File: src/pwr_seq_pkg.sv
package pwr_seq_pkg;
    // clock and timing
    localparam int CLK_PERIOD_NS     = 10;
    localparam int EN_LOW_TIME_NS    = 100000;
    localparam int EN_LOW_CYCLES     = EN_LOW_TIME_NS / CLK_PERIOD_NS;
    localparam int DEAD_TIME_NS      = 20;
    localparam int DEAD_CYCLES       = (DEAD_TIME_NS + CLK_PERIOD_NS - 1) / CLK_PERIOD_NS;
    localparam int DELAY_UNIT_NS     = 1000;
    localparam int DELAY_UNIT_CYCLES = DELAY_UNIT_NS / CLK_PERIOD_NS;
    localparam int RAMP_UNIT_NS      = 100;
    localparam int RAMP_UNIT_CYCLES  = RAMP_UNIT_NS / CLK_PERIOD_NS;
    localparam int RESET_HOLD_CYCLES = 4;
    // sizes
    localparam int NCH       = 4;
    localparam int NGPIO     = 6;
    localparam int MEM_WORDS = 20;
    localparam int AW        = 5;
    localparam int DW        = 8;
    localparam int CW        = 12;
    // configuration word map
    localparam int W_MISC    = 0;
    localparam int W_GDIR    = 1;
    localparam int W_CHMODE  = 2;
    localparam int W_PINSEL  = 3;
    localparam int W_PHASE   = 4;
    localparam int W_STBSEL  = 5;
    localparam int W_HOSTCTL = 6;
    localparam int W_TIMING  = 8;
    localparam int W_STOP    = 12;
    localparam int W_TARGET  = 16;
    // misc word fields, channel-mode pin field, serial pin numbers and reset constants
    localparam int MISC_FREQ_LSB  = 0;
    localparam int FREQ_W         = 3;
    localparam int MISC_HOST_BIT  = 3;
    localparam int MISC_STB5V_BIT = 4;
    localparam int MISC_STBEN_BIT = 5;
    localparam int MISC_STBGP_BIT = 6;
    localparam int MISC_STBHO_BIT = 7;
    localparam int MODE_PIN_LSB   = 4;
    localparam int SDA_PIN        = 4;
    localparam int SCL_PIN        = 5;
    localparam logic [DW-1:0] CFG_RESET = 8'h00;
    localparam logic [CW-1:0] CNT_ZERO  = 12'h000;

    typedef enum logic [2:0] {
        SEQ_SHUTDOWN = 3'b000,
        SEQ_SUPPLY   = 3'b001,
        SEQ_RESET    = 3'b010,
        SEQ_TRANSFER = 3'b011,
        SEQ_READY    = 3'b100
    } seq_state_t;

    typedef enum logic [2:0] {
        CH_OFF   = 3'b000,
        CH_DELAY = 3'b001,
        CH_RAMP  = 3'b010,
        CH_ON    = 3'b011,
        CH_STOP  = 3'b100
    } ch_state_t;
endpackage

File: src/power_up_config_sequencer.sv
`timescale 1ns/1ps
// Overview of operation
// - programmed configuration memory bits cannot be changed again except by reset_i, which clears them
// - whole configuration memory is copied to control registers at every start
// - three ordered phases, enable to ready well under one millisecond
// - supply-ok flag rises once reference and supplies are good, gates sequence
// - active-low system reset held a few cycles after supply-ok, clearing registers
// - reset release raises configuration-transfer and enters phase two
// - phase two switches oscillator to the configured frequency
// - phase two gives each general pin its configured direction
// - host-bus mode turns pins 4 and 5 into serial data and clock
// - ready flag rises in phase three; serial acknowledge waits for it
// - always-on channels are enabled on entering phase three
// - pin-controlled channels enable at phase three only if their pin is high
// - channel enable comes from default, assigned pin or host command
// - device runs while enable pin high, disabled when it stays low over 100us
// - host soft-reset command restarts the device
// - control registers load from memory or host writes; status is read-only
// - start delay and ramp rate set per channel independently
// - pre-biased output keeps both gates off until reference exceeds output
// - soft-stop ramps down at set slope to set end level within target
// - each channel selects one of four switching phases
// - high and low gates never on together; dead time between them
// - standby regulator level 3.3V or 5V; on by enable, pin or host
// - enable low over 100us shuts down; shorter low pulses ignored
module power_up_config_sequencer
    import pwr_seq_pkg::*;
#(
    parameter int EN_LOW_LIMIT = pwr_seq_pkg::EN_LOW_CYCLES
) (
    // clock and reset
    input  wire logic                               ref_clk_i,
    input  wire logic                               reset_i,
    // power pins
    input  wire logic                               enable_pin_i,
    input  wire logic                               supply_good_i,
    // configuration memory programming
    input  wire logic                               otp_prog_i,
    input  wire logic [pwr_seq_pkg::AW-1:0]         otp_addr_i,
    input  wire logic [pwr_seq_pkg::DW-1:0]         otp_data_i,
    // host side of the serial interface
    input  wire logic                               host_restart_command_i,
    input  wire logic                               host_wr_i,
    input  wire logic [pwr_seq_pkg::AW-1:0]         host_addr_i,
    input  wire logic [pwr_seq_pkg::DW-1:0]         host_data_i,
    input  wire logic [pwr_seq_pkg::NCH-1:0]        channel_enable_host_bits_i,
    input  wire logic                               standby_host_on_i,
    input  wire logic                               serial_data_oe_i,
    // general pins
    input  wire logic [pwr_seq_pkg::NGPIO-1:0]      gpio_in_i,
    input  wire logic [pwr_seq_pkg::NGPIO-1:0]      gpio_out_data_i,
    output logic      [pwr_seq_pkg::NGPIO-1:0]      gpio_out_o,
    output logic      [pwr_seq_pkg::NGPIO-1:0]      gpio_oe_o,
    output logic                                    shared_pin_serial_data_o,
    output logic                                    shared_pin_serial_clock_o,
    // sequence status
    output logic                                    supply_ok_flag_o,
    output logic                                    system_reset_n_o,
    output logic                                    config_transfer_o,
    output logic                                    chip_ready_o,
    output logic                                    shutdown_o,
    output logic      [pwr_seq_pkg::FREQ_W-1:0]     osc_freq_sel_o,
    output logic                                    standby_regulator_output_o,
    output logic                                    standby_level_5v_o,
    // channels
    input  wire logic [pwr_seq_pkg::NCH-1:0]        pwm_i,
    input  wire logic [pwr_seq_pkg::NCH-1:0][7:0]   vout_sense_i,
    output logic      [pwr_seq_pkg::NCH-1:0]        gate_high_o,
    output logic      [pwr_seq_pkg::NCH-1:0]        gate_low_o,
    output logic      [pwr_seq_pkg::NCH-1:0]        channel_enabled_o,
    output logic      [pwr_seq_pkg::NCH-1:0][7:0]   ref_level_o,
    output logic      [pwr_seq_pkg::NCH-1:0][1:0]   phase_sel_o,
    output logic      [pwr_seq_pkg::NCH-1:0]        soft_start_busy_o
);
    import pwr_seq_pkg::*;

    logic [DW-1:0]    otp_ff [MEM_WORDS];
    logic [DW-1:0]    cfg_ff [MEM_WORDS];
    logic [1:0]       en_sync_ff;
    logic [1:0]       sup_sync_ff;
    logic [NGPIO-1:0] gp_s1_ff;
    logic [NGPIO-1:0] gp_s2_ff;
    logic [15:0]      en_low_ff;
    seq_state_t       state_ff;
    seq_state_t       nxt_state;
    logic [CW-1:0]    seq_cnt_ff;
    logic             ready_d_ff;
    logic             ready_entry;
    logic             en_off;
    logic [NCH-1:0]   ch_en_ff;

    // pin synchronisers
    always_ff @(posedge ref_clk_i or posedge reset_i) begin
        if (reset_i) begin
            en_sync_ff  <= 2'b00;
            sup_sync_ff <= 2'b00;
            gp_s1_ff    <= '0;
            gp_s2_ff    <= '0;
        end else begin
            en_sync_ff  <= {en_sync_ff[0], enable_pin_i};
            sup_sync_ff <= {sup_sync_ff[0], supply_good_i};
            gp_s1_ff    <= gpio_in_i;
            gp_s2_ff    <= gp_s1_ff;
        end
    end

    // enable-low filter, saturating
    always_ff @(posedge ref_clk_i or posedge reset_i) begin
        if (reset_i) begin
            en_low_ff <= 16'h0000;
        end else if (en_sync_ff[1]) begin
            en_low_ff <= 16'h0000;
        end else if (!en_off) begin
            en_low_ff <= en_low_ff + 16'h0001;
        end
    end
    assign en_off = (32'(en_low_ff) >= EN_LOW_LIMIT);

    // one-time programmable memory: bits only ever set, except that reset_i clears all
    always_ff @(posedge ref_clk_i or posedge reset_i) begin
        if (reset_i) begin
            for (int i = 0; i < MEM_WORDS; i++) begin
                otp_ff[i] <= CFG_RESET;
            end
        end else if (otp_prog_i && 32'(otp_addr_i) < MEM_WORDS) begin
            otp_ff[otp_addr_i] <= otp_ff[otp_addr_i] | otp_data_i;
        end
    end

    // sequencer next state
    always_comb begin
        nxt_state = state_ff;
        case (state_ff)
            SEQ_SHUTDOWN: begin
                if (en_sync_ff[1]) begin
                    nxt_state = SEQ_SUPPLY;
                end
            end
            SEQ_SUPPLY: begin
                if (sup_sync_ff[1]) begin
                    nxt_state = SEQ_RESET;
                end
            end
            SEQ_RESET: begin
                if (32'(seq_cnt_ff) == RESET_HOLD_CYCLES - 1) begin
                    nxt_state = SEQ_TRANSFER;
                end
            end
            SEQ_TRANSFER: begin
                if (32'(seq_cnt_ff) == MEM_WORDS - 1) begin
                    nxt_state = SEQ_READY;
                end
            end
            SEQ_READY: nxt_state = SEQ_READY;
            default:   nxt_state = SEQ_SHUTDOWN;
        endcase
        if (state_ff != SEQ_SHUTDOWN) begin
            if (en_off) begin
                nxt_state = SEQ_SHUTDOWN;
            end else if (host_restart_command_i) begin
                nxt_state = SEQ_SUPPLY;
            end
        end
    end

    // sequencer state and phase counter
    always_ff @(posedge ref_clk_i or posedge reset_i) begin
        if (reset_i) begin
            state_ff   <= SEQ_SHUTDOWN;
            seq_cnt_ff <= CNT_ZERO;
            ready_d_ff <= 1'b0;
        end else begin
            state_ff   <= nxt_state;
            ready_d_ff <= chip_ready_o;
            if (nxt_state != state_ff) begin
                seq_cnt_ff <= CNT_ZERO;
            end else begin
                seq_cnt_ff <= seq_cnt_ff + 12'h001;
            end
        end
    end

    // phase flags
    assign supply_ok_flag_o  = (state_ff == SEQ_RESET) || (state_ff == SEQ_TRANSFER)
                               || (state_ff == SEQ_READY);
    assign system_reset_n_o  = (state_ff != SEQ_RESET);
    assign config_transfer_o = (state_ff == SEQ_TRANSFER);
    assign chip_ready_o      = (state_ff == SEQ_READY);
    assign shutdown_o        = (state_ff == SEQ_SHUTDOWN);
    assign ready_entry       = chip_ready_o && !ready_d_ff;

    // control registers: cleared in reset phase, loaded in transfer, host writes when ready
    always_ff @(posedge ref_clk_i or posedge reset_i) begin
        if (reset_i) begin
            for (int i = 0; i < MEM_WORDS; i++) begin
                cfg_ff[i] <= CFG_RESET;
            end
        end else if (state_ff == SEQ_RESET) begin
            for (int i = 0; i < MEM_WORDS; i++) begin
                cfg_ff[i] <= CFG_RESET;
            end
        end else if (state_ff == SEQ_TRANSFER) begin
            cfg_ff[seq_cnt_ff[AW-1:0]] <= otp_ff[seq_cnt_ff[AW-1:0]];
        end else if (chip_ready_o && host_wr_i && 32'(host_addr_i) < MEM_WORDS) begin
            cfg_ff[host_addr_i] <= host_data_i;
        end
    end

    // oscillator and standby regulator settings
    assign osc_freq_sel_o     = cfg_ff[W_MISC][MISC_FREQ_LSB +: FREQ_W];
    assign standby_level_5v_o = cfg_ff[W_MISC][MISC_STB5V_BIT];
    always_ff @(posedge ref_clk_i or posedge reset_i) begin
        if (reset_i) begin
            standby_regulator_output_o <= 1'b0;
        end else begin
            standby_regulator_output_o <=
                (cfg_ff[W_MISC][MISC_STBEN_BIT] && en_sync_ff[1])
                || (cfg_ff[W_MISC][MISC_STBGP_BIT] && gp_s2_ff[cfg_ff[W_STBSEL][2:0]])
                || (cfg_ff[W_MISC][MISC_STBHO_BIT] && standby_host_on_i);
        end
    end

    // pin roles; in host mode the serial data pin only pulls low
    always_comb begin
        gpio_out_o = gpio_out_data_i;
        gpio_oe_o  = cfg_ff[W_GDIR][NGPIO-1:0];
        if (cfg_ff[W_MISC][MISC_HOST_BIT]) begin
            gpio_out_o[SDA_PIN] = 1'b0;
            gpio_oe_o[SDA_PIN]  = serial_data_oe_i;
            gpio_oe_o[SCL_PIN]  = 1'b0;
        end
    end
    assign shared_pin_serial_data_o  = cfg_ff[W_MISC][MISC_HOST_BIT] && gp_s2_ff[SDA_PIN];
    assign shared_pin_serial_clock_o = cfg_ff[W_MISC][MISC_HOST_BIT] && gp_s2_ff[SCL_PIN];

    genvar c;
    generate
        for (c = 0; c < NCH; c++) begin : g_ch
            logic          always_on;
            logic          pin_ctl;
            logic          host_ctl;
            logic          pin_lvl;
            ch_state_t     st_ff;
            logic [7:0]    ref_ff;
            logic [CW-1:0] tick_ff;
            logic [CW-1:0] dly_lim;
            logic [CW-1:0] step_lim;
            logic [7:0]    target;
            logic [7:0]    stop_lvl;
            logic          bias_ok_ff;
            logic          drive;
            logic [1:0]    dead_ff;
            logic          want_hi;
            logic          want_lo;

            assign always_on = cfg_ff[W_CHMODE][c];
            assign pin_ctl   = cfg_ff[W_CHMODE][MODE_PIN_LSB + c];
            assign host_ctl  = cfg_ff[W_HOSTCTL][c];
            assign pin_lvl   = gp_s2_ff[cfg_ff[W_PINSEL][2*c +: 2]];
            assign target    = cfg_ff[W_TARGET + c];
            assign stop_lvl  = (cfg_ff[W_STOP + c] > target) ? target : cfg_ff[W_STOP + c];
            assign dly_lim   = CW'(32'(cfg_ff[W_TIMING + c][3:0]) * DELAY_UNIT_CYCLES);
            assign step_lim  = CW'((32'(cfg_ff[W_TIMING + c][7:4]) + 1) * RAMP_UNIT_CYCLES);
            assign phase_sel_o[c] = cfg_ff[W_PHASE][2*c +: 2];

            // channel enable source selection
            always_ff @(posedge ref_clk_i or posedge reset_i) begin
                if (reset_i) begin
                    ch_en_ff[c] <= 1'b0;
                end else if (!chip_ready_o) begin
                    ch_en_ff[c] <= 1'b0;
                end else if (always_on) begin
                    ch_en_ff[c] <= 1'b1;
                end else if (pin_ctl) begin
                    ch_en_ff[c] <= pin_lvl;
                end else if (host_ctl && !ready_entry) begin
                    ch_en_ff[c] <= channel_enable_host_bits_i[c];
                end
            end

            // soft-start / soft-stop reference ramp
            always_ff @(posedge ref_clk_i or posedge reset_i) begin
                if (reset_i) begin
                    st_ff   <= CH_OFF;
                    ref_ff  <= 8'h00;
                    tick_ff <= CNT_ZERO;
                end else begin
                    tick_ff <= tick_ff + 12'h001;
                    case (st_ff)
                        CH_OFF: begin
                            ref_ff  <= 8'h00;
                            tick_ff <= CNT_ZERO;
                            if (ch_en_ff[c]) begin
                                st_ff <= CH_DELAY;
                            end
                        end
                        CH_DELAY: begin
                            if (!ch_en_ff[c]) begin
                                st_ff <= CH_OFF;
                            end else if (tick_ff >= dly_lim) begin
                                st_ff   <= CH_RAMP;
                                tick_ff <= CNT_ZERO;
                            end
                        end
                        CH_RAMP: begin
                            if (!ch_en_ff[c]) begin
                                st_ff   <= CH_STOP;
                                tick_ff <= CNT_ZERO;
                            end else if (ref_ff >= target) begin
                                st_ff <= CH_ON;
                            end else if (tick_ff + 12'h001 >= step_lim) begin
                                ref_ff  <= ref_ff + 8'h01;
                                tick_ff <= CNT_ZERO;
                            end
                        end
                        CH_ON: begin
                            if (!ch_en_ff[c]) begin
                                st_ff   <= CH_STOP;
                                tick_ff <= CNT_ZERO;
                            end
                        end
                        CH_STOP: begin
                            if (ch_en_ff[c]) begin
                                st_ff <= CH_RAMP;
                            end else if (ref_ff <= stop_lvl) begin
                                st_ff <= CH_OFF;
                            end else if (tick_ff + 12'h001 >= step_lim) begin
                                ref_ff  <= ref_ff - 8'h01;
                                tick_ff <= CNT_ZERO;
                            end
                        end
                        default: st_ff <= CH_OFF;
                    endcase
                end
            end

            // pre-bias hold: gates stay off until reference passes the output
            always_ff @(posedge ref_clk_i or posedge reset_i) begin
                if (reset_i) begin
                    bias_ok_ff <= 1'b0;
                end else if (st_ff == CH_OFF || st_ff == CH_DELAY) begin
                    bias_ok_ff <= 1'b0;
                end else if (ref_ff > vout_sense_i[c]) begin
                    bias_ok_ff <= 1'b1;
                end
            end

            assign drive   = bias_ok_ff && (st_ff != CH_OFF) && (st_ff != CH_DELAY);
            assign want_hi = drive && pwm_i[c];
            assign want_lo = drive && !pwm_i[c];

            // gate driver with break-before-make dead time
            always_ff @(posedge ref_clk_i or posedge reset_i) begin
                if (reset_i) begin
                    gate_high_o[c] <= 1'b0;
                    gate_low_o[c]  <= 1'b0;
                    dead_ff        <= 2'b00;
                end else if (gate_high_o[c] != want_hi || gate_low_o[c] != want_lo) begin
                    if (gate_high_o[c] || gate_low_o[c]) begin
                        gate_high_o[c] <= 1'b0;
                        gate_low_o[c]  <= 1'b0;
                        dead_ff        <= 2'(DEAD_CYCLES);
                    end else if (dead_ff == 2'b00) begin
                        gate_high_o[c] <= want_hi;
                        gate_low_o[c]  <= want_lo;
                    end else begin
                        dead_ff <= dead_ff - 2'b01;
                    end
                end else if (dead_ff != 2'b00) begin
                    dead_ff <= dead_ff - 2'b01;
                end
            end

            assign ref_level_o[c]       = ref_ff;
            assign channel_enabled_o[c] = ch_en_ff[c];
            assign soft_start_busy_o[c] = (st_ff == CH_DELAY) || (st_ff == CH_RAMP);
        end
    endgenerate
endmodule

File: config.mk
export PLATFORM = sky130hd
export DESIGN_NAME = power_up_config_sequencer
export DESIGN_NICKNAME = d
export VERILOG_FILES = /design/src/pwr_seq_pkg.sv /design/src/power_up_config_sequencer.sv
export SDC_FILE = /design/constraint.sdc
export NUM_CORES = 2
export LEC_CHECK = 0
export ABC_AREA = 1
export BUFFER_PORTS_ARGS = -buffer_cell sky130_fd_sc_hd__clkbuf_2
export CORE_UTILIZATION = 40
export CTS_CLUSTER_DIAMETER = 80
export DETAILED_ROUTE_END_ITERATION = 8
export SKIP_CTS_REPAIR_TIMING = 1
export SYNTH_ARGS = -nofsm -noshare
export SYNTH_HDL_FRONTEND = slang
export SYNTH_SLANG_ARGS = --single-unit
File: constraint.sdc
create_clock -name ref_clk_i -period 21.4 [get_ports ref_clk_i]
set_input_delay 1.07 -clock ref_clk_i [delete_from_list [all_inputs] [get_ports ref_clk_i]]
set_output_delay 1.07 -clock ref_clk_i [all_outputs]
set_load 0.01 [all_outputs]
==> flow_metrics.py <==
metrics = {
    "sta": {
        "hold_ws_ps": 342,
        "setup_viol": 0,
        "min_period_over_period_pct": 20.1,
        "drv_slew": 0,
        "fin_skew_ps": 29.6,
        "relSlewSlack_pct": 15.0,
        "worst_pin_slew_ps": 1270,
        "tns_ps": 0,
        "rsz0062_at_grt": "no",
        "final.min_clock_period_ps": 4300,
        "clock.fmax_ghz": 0.232,
        "final-hold-violation-count": 0,
    },
    "critical_path": {
        "crit_arrival_ps": 3230,
        "worstSetupPathType": "reg2out",
        "reg2reg_depth": 10,
        "r2r_slack_ps": 17200,
        "critPathRequiredTime_ps": 20330,
        "critPathLaunchType": "flip-flop",
        "cp_max_fo": 50,
        "rr_startpoint": "state_ff[2]",
        "worstSetupStartpoint": "state_ff[2]",
        "crit_path_end": "config_transfer_o",
        "worstSetupEndpointType": "output pin",
        "r2r_end": "cfg_ff[90]",
    },
    "global_route": {
        "grt.total_usage_pct": 23.0,
        "grt_pass1_wl_um": 152000,
        "grt_pass1_vias": 27400,
        "antenna_found_initial": 2,
        "grt_max_degree": 163,
        "overflow": 0,
    },
    "clock_tree": {
        "cts_inserted_buffers": 56,
        "htreeDepth": 2,
        "ctsLongestPathBuffers": 3,
        "cts.sink_count": 466,
        "clk_pin_slew_worst_paths_ps": 60,
        "cts_root_buffer": "clkbuf_16",
        "cts_tree": "built",
        "clock_latency_ps": 640,
    },
    "run_status": {
        "status": "completed",
    },
    "pwr": {
        "max-vdd-ir-drop_mv": 0.0767,
        "power_mw": 3.85,
        "leakage_nw": 17.6,
        "power_density_nw_per_um2": 108,
    },
    "synth": {
        "ys.flop_type": "dfrtp_1",
        "synthTopCellsByArea": "dfrtp_1 (36%), ha_1 (11%), nand2_1 (8.9%)",
        "synth-seq-cells": 466,
        "ys_seq_area_share_pct": 35.8,
        "avgSynthCellArea_um2": 7.51,
        "ys.warnings.count": 0,
        "yosysTopAreaCell": "dfrtp_1",
        "synth_top_area_share_pct": 35.8,
        "ys_async_sr_fraction_pct": 100,
        "synth_edf_count": 0,
        "synth_fp_nets": 4732,
        "post_synth_instance_area_um2": 32600,
        "synthCells": 4341,
        "synth.distinct_cells": 57,
    },
    "floorplan": {
        "die_height_um": 288,
        "coreArea_um2": 80500,
        "dieArea_um2": 82700,
        "io_pins": 167,
        "dieWidth_um": 288,
        "rows": 104,
        "initial_core_util_pct": 40.5,
    },
    "cells_and_area": {
        "drive_gt1_share_pct": 8.15,
        "area_growth_pct": 9.77,
        "fin_cells": 5505,
        "nets": 4794,
    },
    "routing": {
        "drtAntennaViolNets": 0,
        "drc_errors": 0,
        "routedWlPerCell_um": 17.4,
        "drtIter0Drc": 2348,
        "firstDrtPassIters": 6,
        "drt_wl_total_um": 95700,
        "vias_per_cell": 5.31,
        "num_vias": 29200,
    },
    "placement": {
        "port_buffers": 156,
        "dp_hpwl_um": 67900,
        "gp_congestion": 0.863,
        "dp_cells": 5405,
    },
    "flow_run": {
        "maxCapViolCount": 0,
    },
    "worst_hold_path": {
        "hold_class": "reg2reg",
    },
}
==> registers in the layout (all words and copies together) (netlist names), 12 cells and up <==
signal and cells:
g_ch.ref_ff 32, g_ch.target 32, seq_cnt_ff 12, g_ch.st_ff 12, en_low_ff 16, cfg_ff 93, g_ch.tick_ff 48, otp_ff 160
==> through the flow <==
step           utilization [%]  instance area, um2  worst slack [ps]
2_1_floorplan                -               32600              7330
3_3_place_gp              42.2               34000             17280
3_5_place_dp              42.2               34000             17230
4_1_cts                   44.4               35800             17060
5_1_grt                   44.4               35800             16670
6_report                  44.4               35800             17100
==> layout by cell type (no fill, tap or decap), types with 7 or more instances in the layout <==
cell type,netlist,routed
nand2_1,775,775
inv_1,666,665
dfrtp_1,466,464
o21ai_0,421,421
nor2_1,316,316
ha_1,292,292
a21oi_1,258,258
nand3_1,220,220
o21ai_1,175,175
clkbuf_2,0,156
o22ai_1,123,123
nand4_1,73,73
xor2_1,58,58
clkbuf_16,0,56
nor3_1,39,39
o211ai_1,33,33
xnor2_1,22,22
nor2_2,20,19
buf_4,34,19
inv_2,18,18
o32ai_1,16,16
clkbuf_8,0,16
a221oi_1,14,14
o31ai_1,14,14
o21bai_1,13,13
fa_1,12,12
nor3b_1,11,11
clkbuf_1,55,11
or2_2,10,10
nand3b_1,9,9
nor2_4,8,9
o2111ai_1,8,8
a31oi_1,8,8
nand3_2,8,8
clkinv_2,0,8
nor3_2,7,7
==> worst min path at each step <==
stage                        from             to  cells after the start
finish                gp_s1_ff[5]    gp_s2_ff[5]                      0
floorplan           en_sync_ff[0]  en_sync_ff[1]                      0
detailed placement    gp_s1_ff[0]    gp_s2_ff[0]                      0
global route          gp_s1_ff[5]    gp_s2_ff[5]                      0
CTS                   gp_s1_ff[5]    gp_s2_ff[5]                      0
global placement      gp_s1_ff[5]    gp_s2_ff[5]                      0
==> cells by family (layout without fill, tap and decap cells) <==
| logic type | after synthesis | after routing | share of synthesized area [%] |
|---|---|---|---|
| simple gates | 1509 | 1509 | 20.1 |
| compound gates | 1122 | 1122 | 19.4 |
| buf+inv | 860 | 963 | 10.7 |
| flops | 466 | 466 | 35.8 |
| fa+ha+maj | 304 | 304 | 11.9 |
| xor+xnor | 80 | 80 | 2.15 |
| other cells | 0 | 1 | 0 |
==> layout make-up <==
type	instances	area, um2
fill	8024	44700
antenna	1	2.50
timing repair buffer	176	943
inverter	688	2590
sequential	466	11700
multi-input combinational	3015	17500
tap	1060	1330
clock buffer	83	1660
clock inverter	16	129
==> critical path: stages (launching register included) <==
cell	delay, ps
dfrtp_1	460
nor2_4	550
inv_2	350
nor2_4	340
buf_4	600
clkbuf_2	270
==> synthesized netlist by cell type (7+ instances only) <==
| cell | number |
|---|---|
| o21ai_0 | 421 |
| a221oi_1 | 14 |
| clkbuf_1 | 55 |
| nand2_1 | 775 |
| fa_1 | 12 |
| inv_2 | 18 |
| o31ai_1 | 14 |
| o21ai_1 | 175 |
| nand3b_1 | 9 |
| o32ai_1 | 16 |
| ha_1 | 292 |
| dfrtp_1 | 466 |
| or2_2 | 10 |
| nor2_4 | 8 |
| nand3_2 | 8 |
| o22ai_1 | 123 |
| inv_1 | 666 |
| nor3_2 | 7 |
| nor2_2 | 20 |
| a21oi_1 | 258 |
| nor3b_1 | 11 |
| nand3_1 | 220 |
| o2111ai_1 | 8 |
| nand4_1 | 73 |
| a31oi_1 | 8 |
| xor2_1 | 58 |
| nor2_1 | 316 |
| buf_4 | 34 |
| xnor2_1 | 22 |
| buf_2 | 75 |
| nor3_1 | 39 |
| o211ai_1 | 33 |
| o21bai_1 | 13 |
==> metal layers <==
metal,global-route usage (%),routed length (um)
met1,30.9,42600
met2,37.6,43900
met4,7.01,2900
met3,3.93,6320
met5,0,25
==> where the power goes <==
part | internal (mW) | total (mW) | switching [mW]
sequential | 1.08 | 1.22 | 0.143
combinational | 0.579 | 1.69 | 1.11
clock | 0.535 | 0.936 | 0.401
Note: power is estimated with default switching activity, not from simulation.
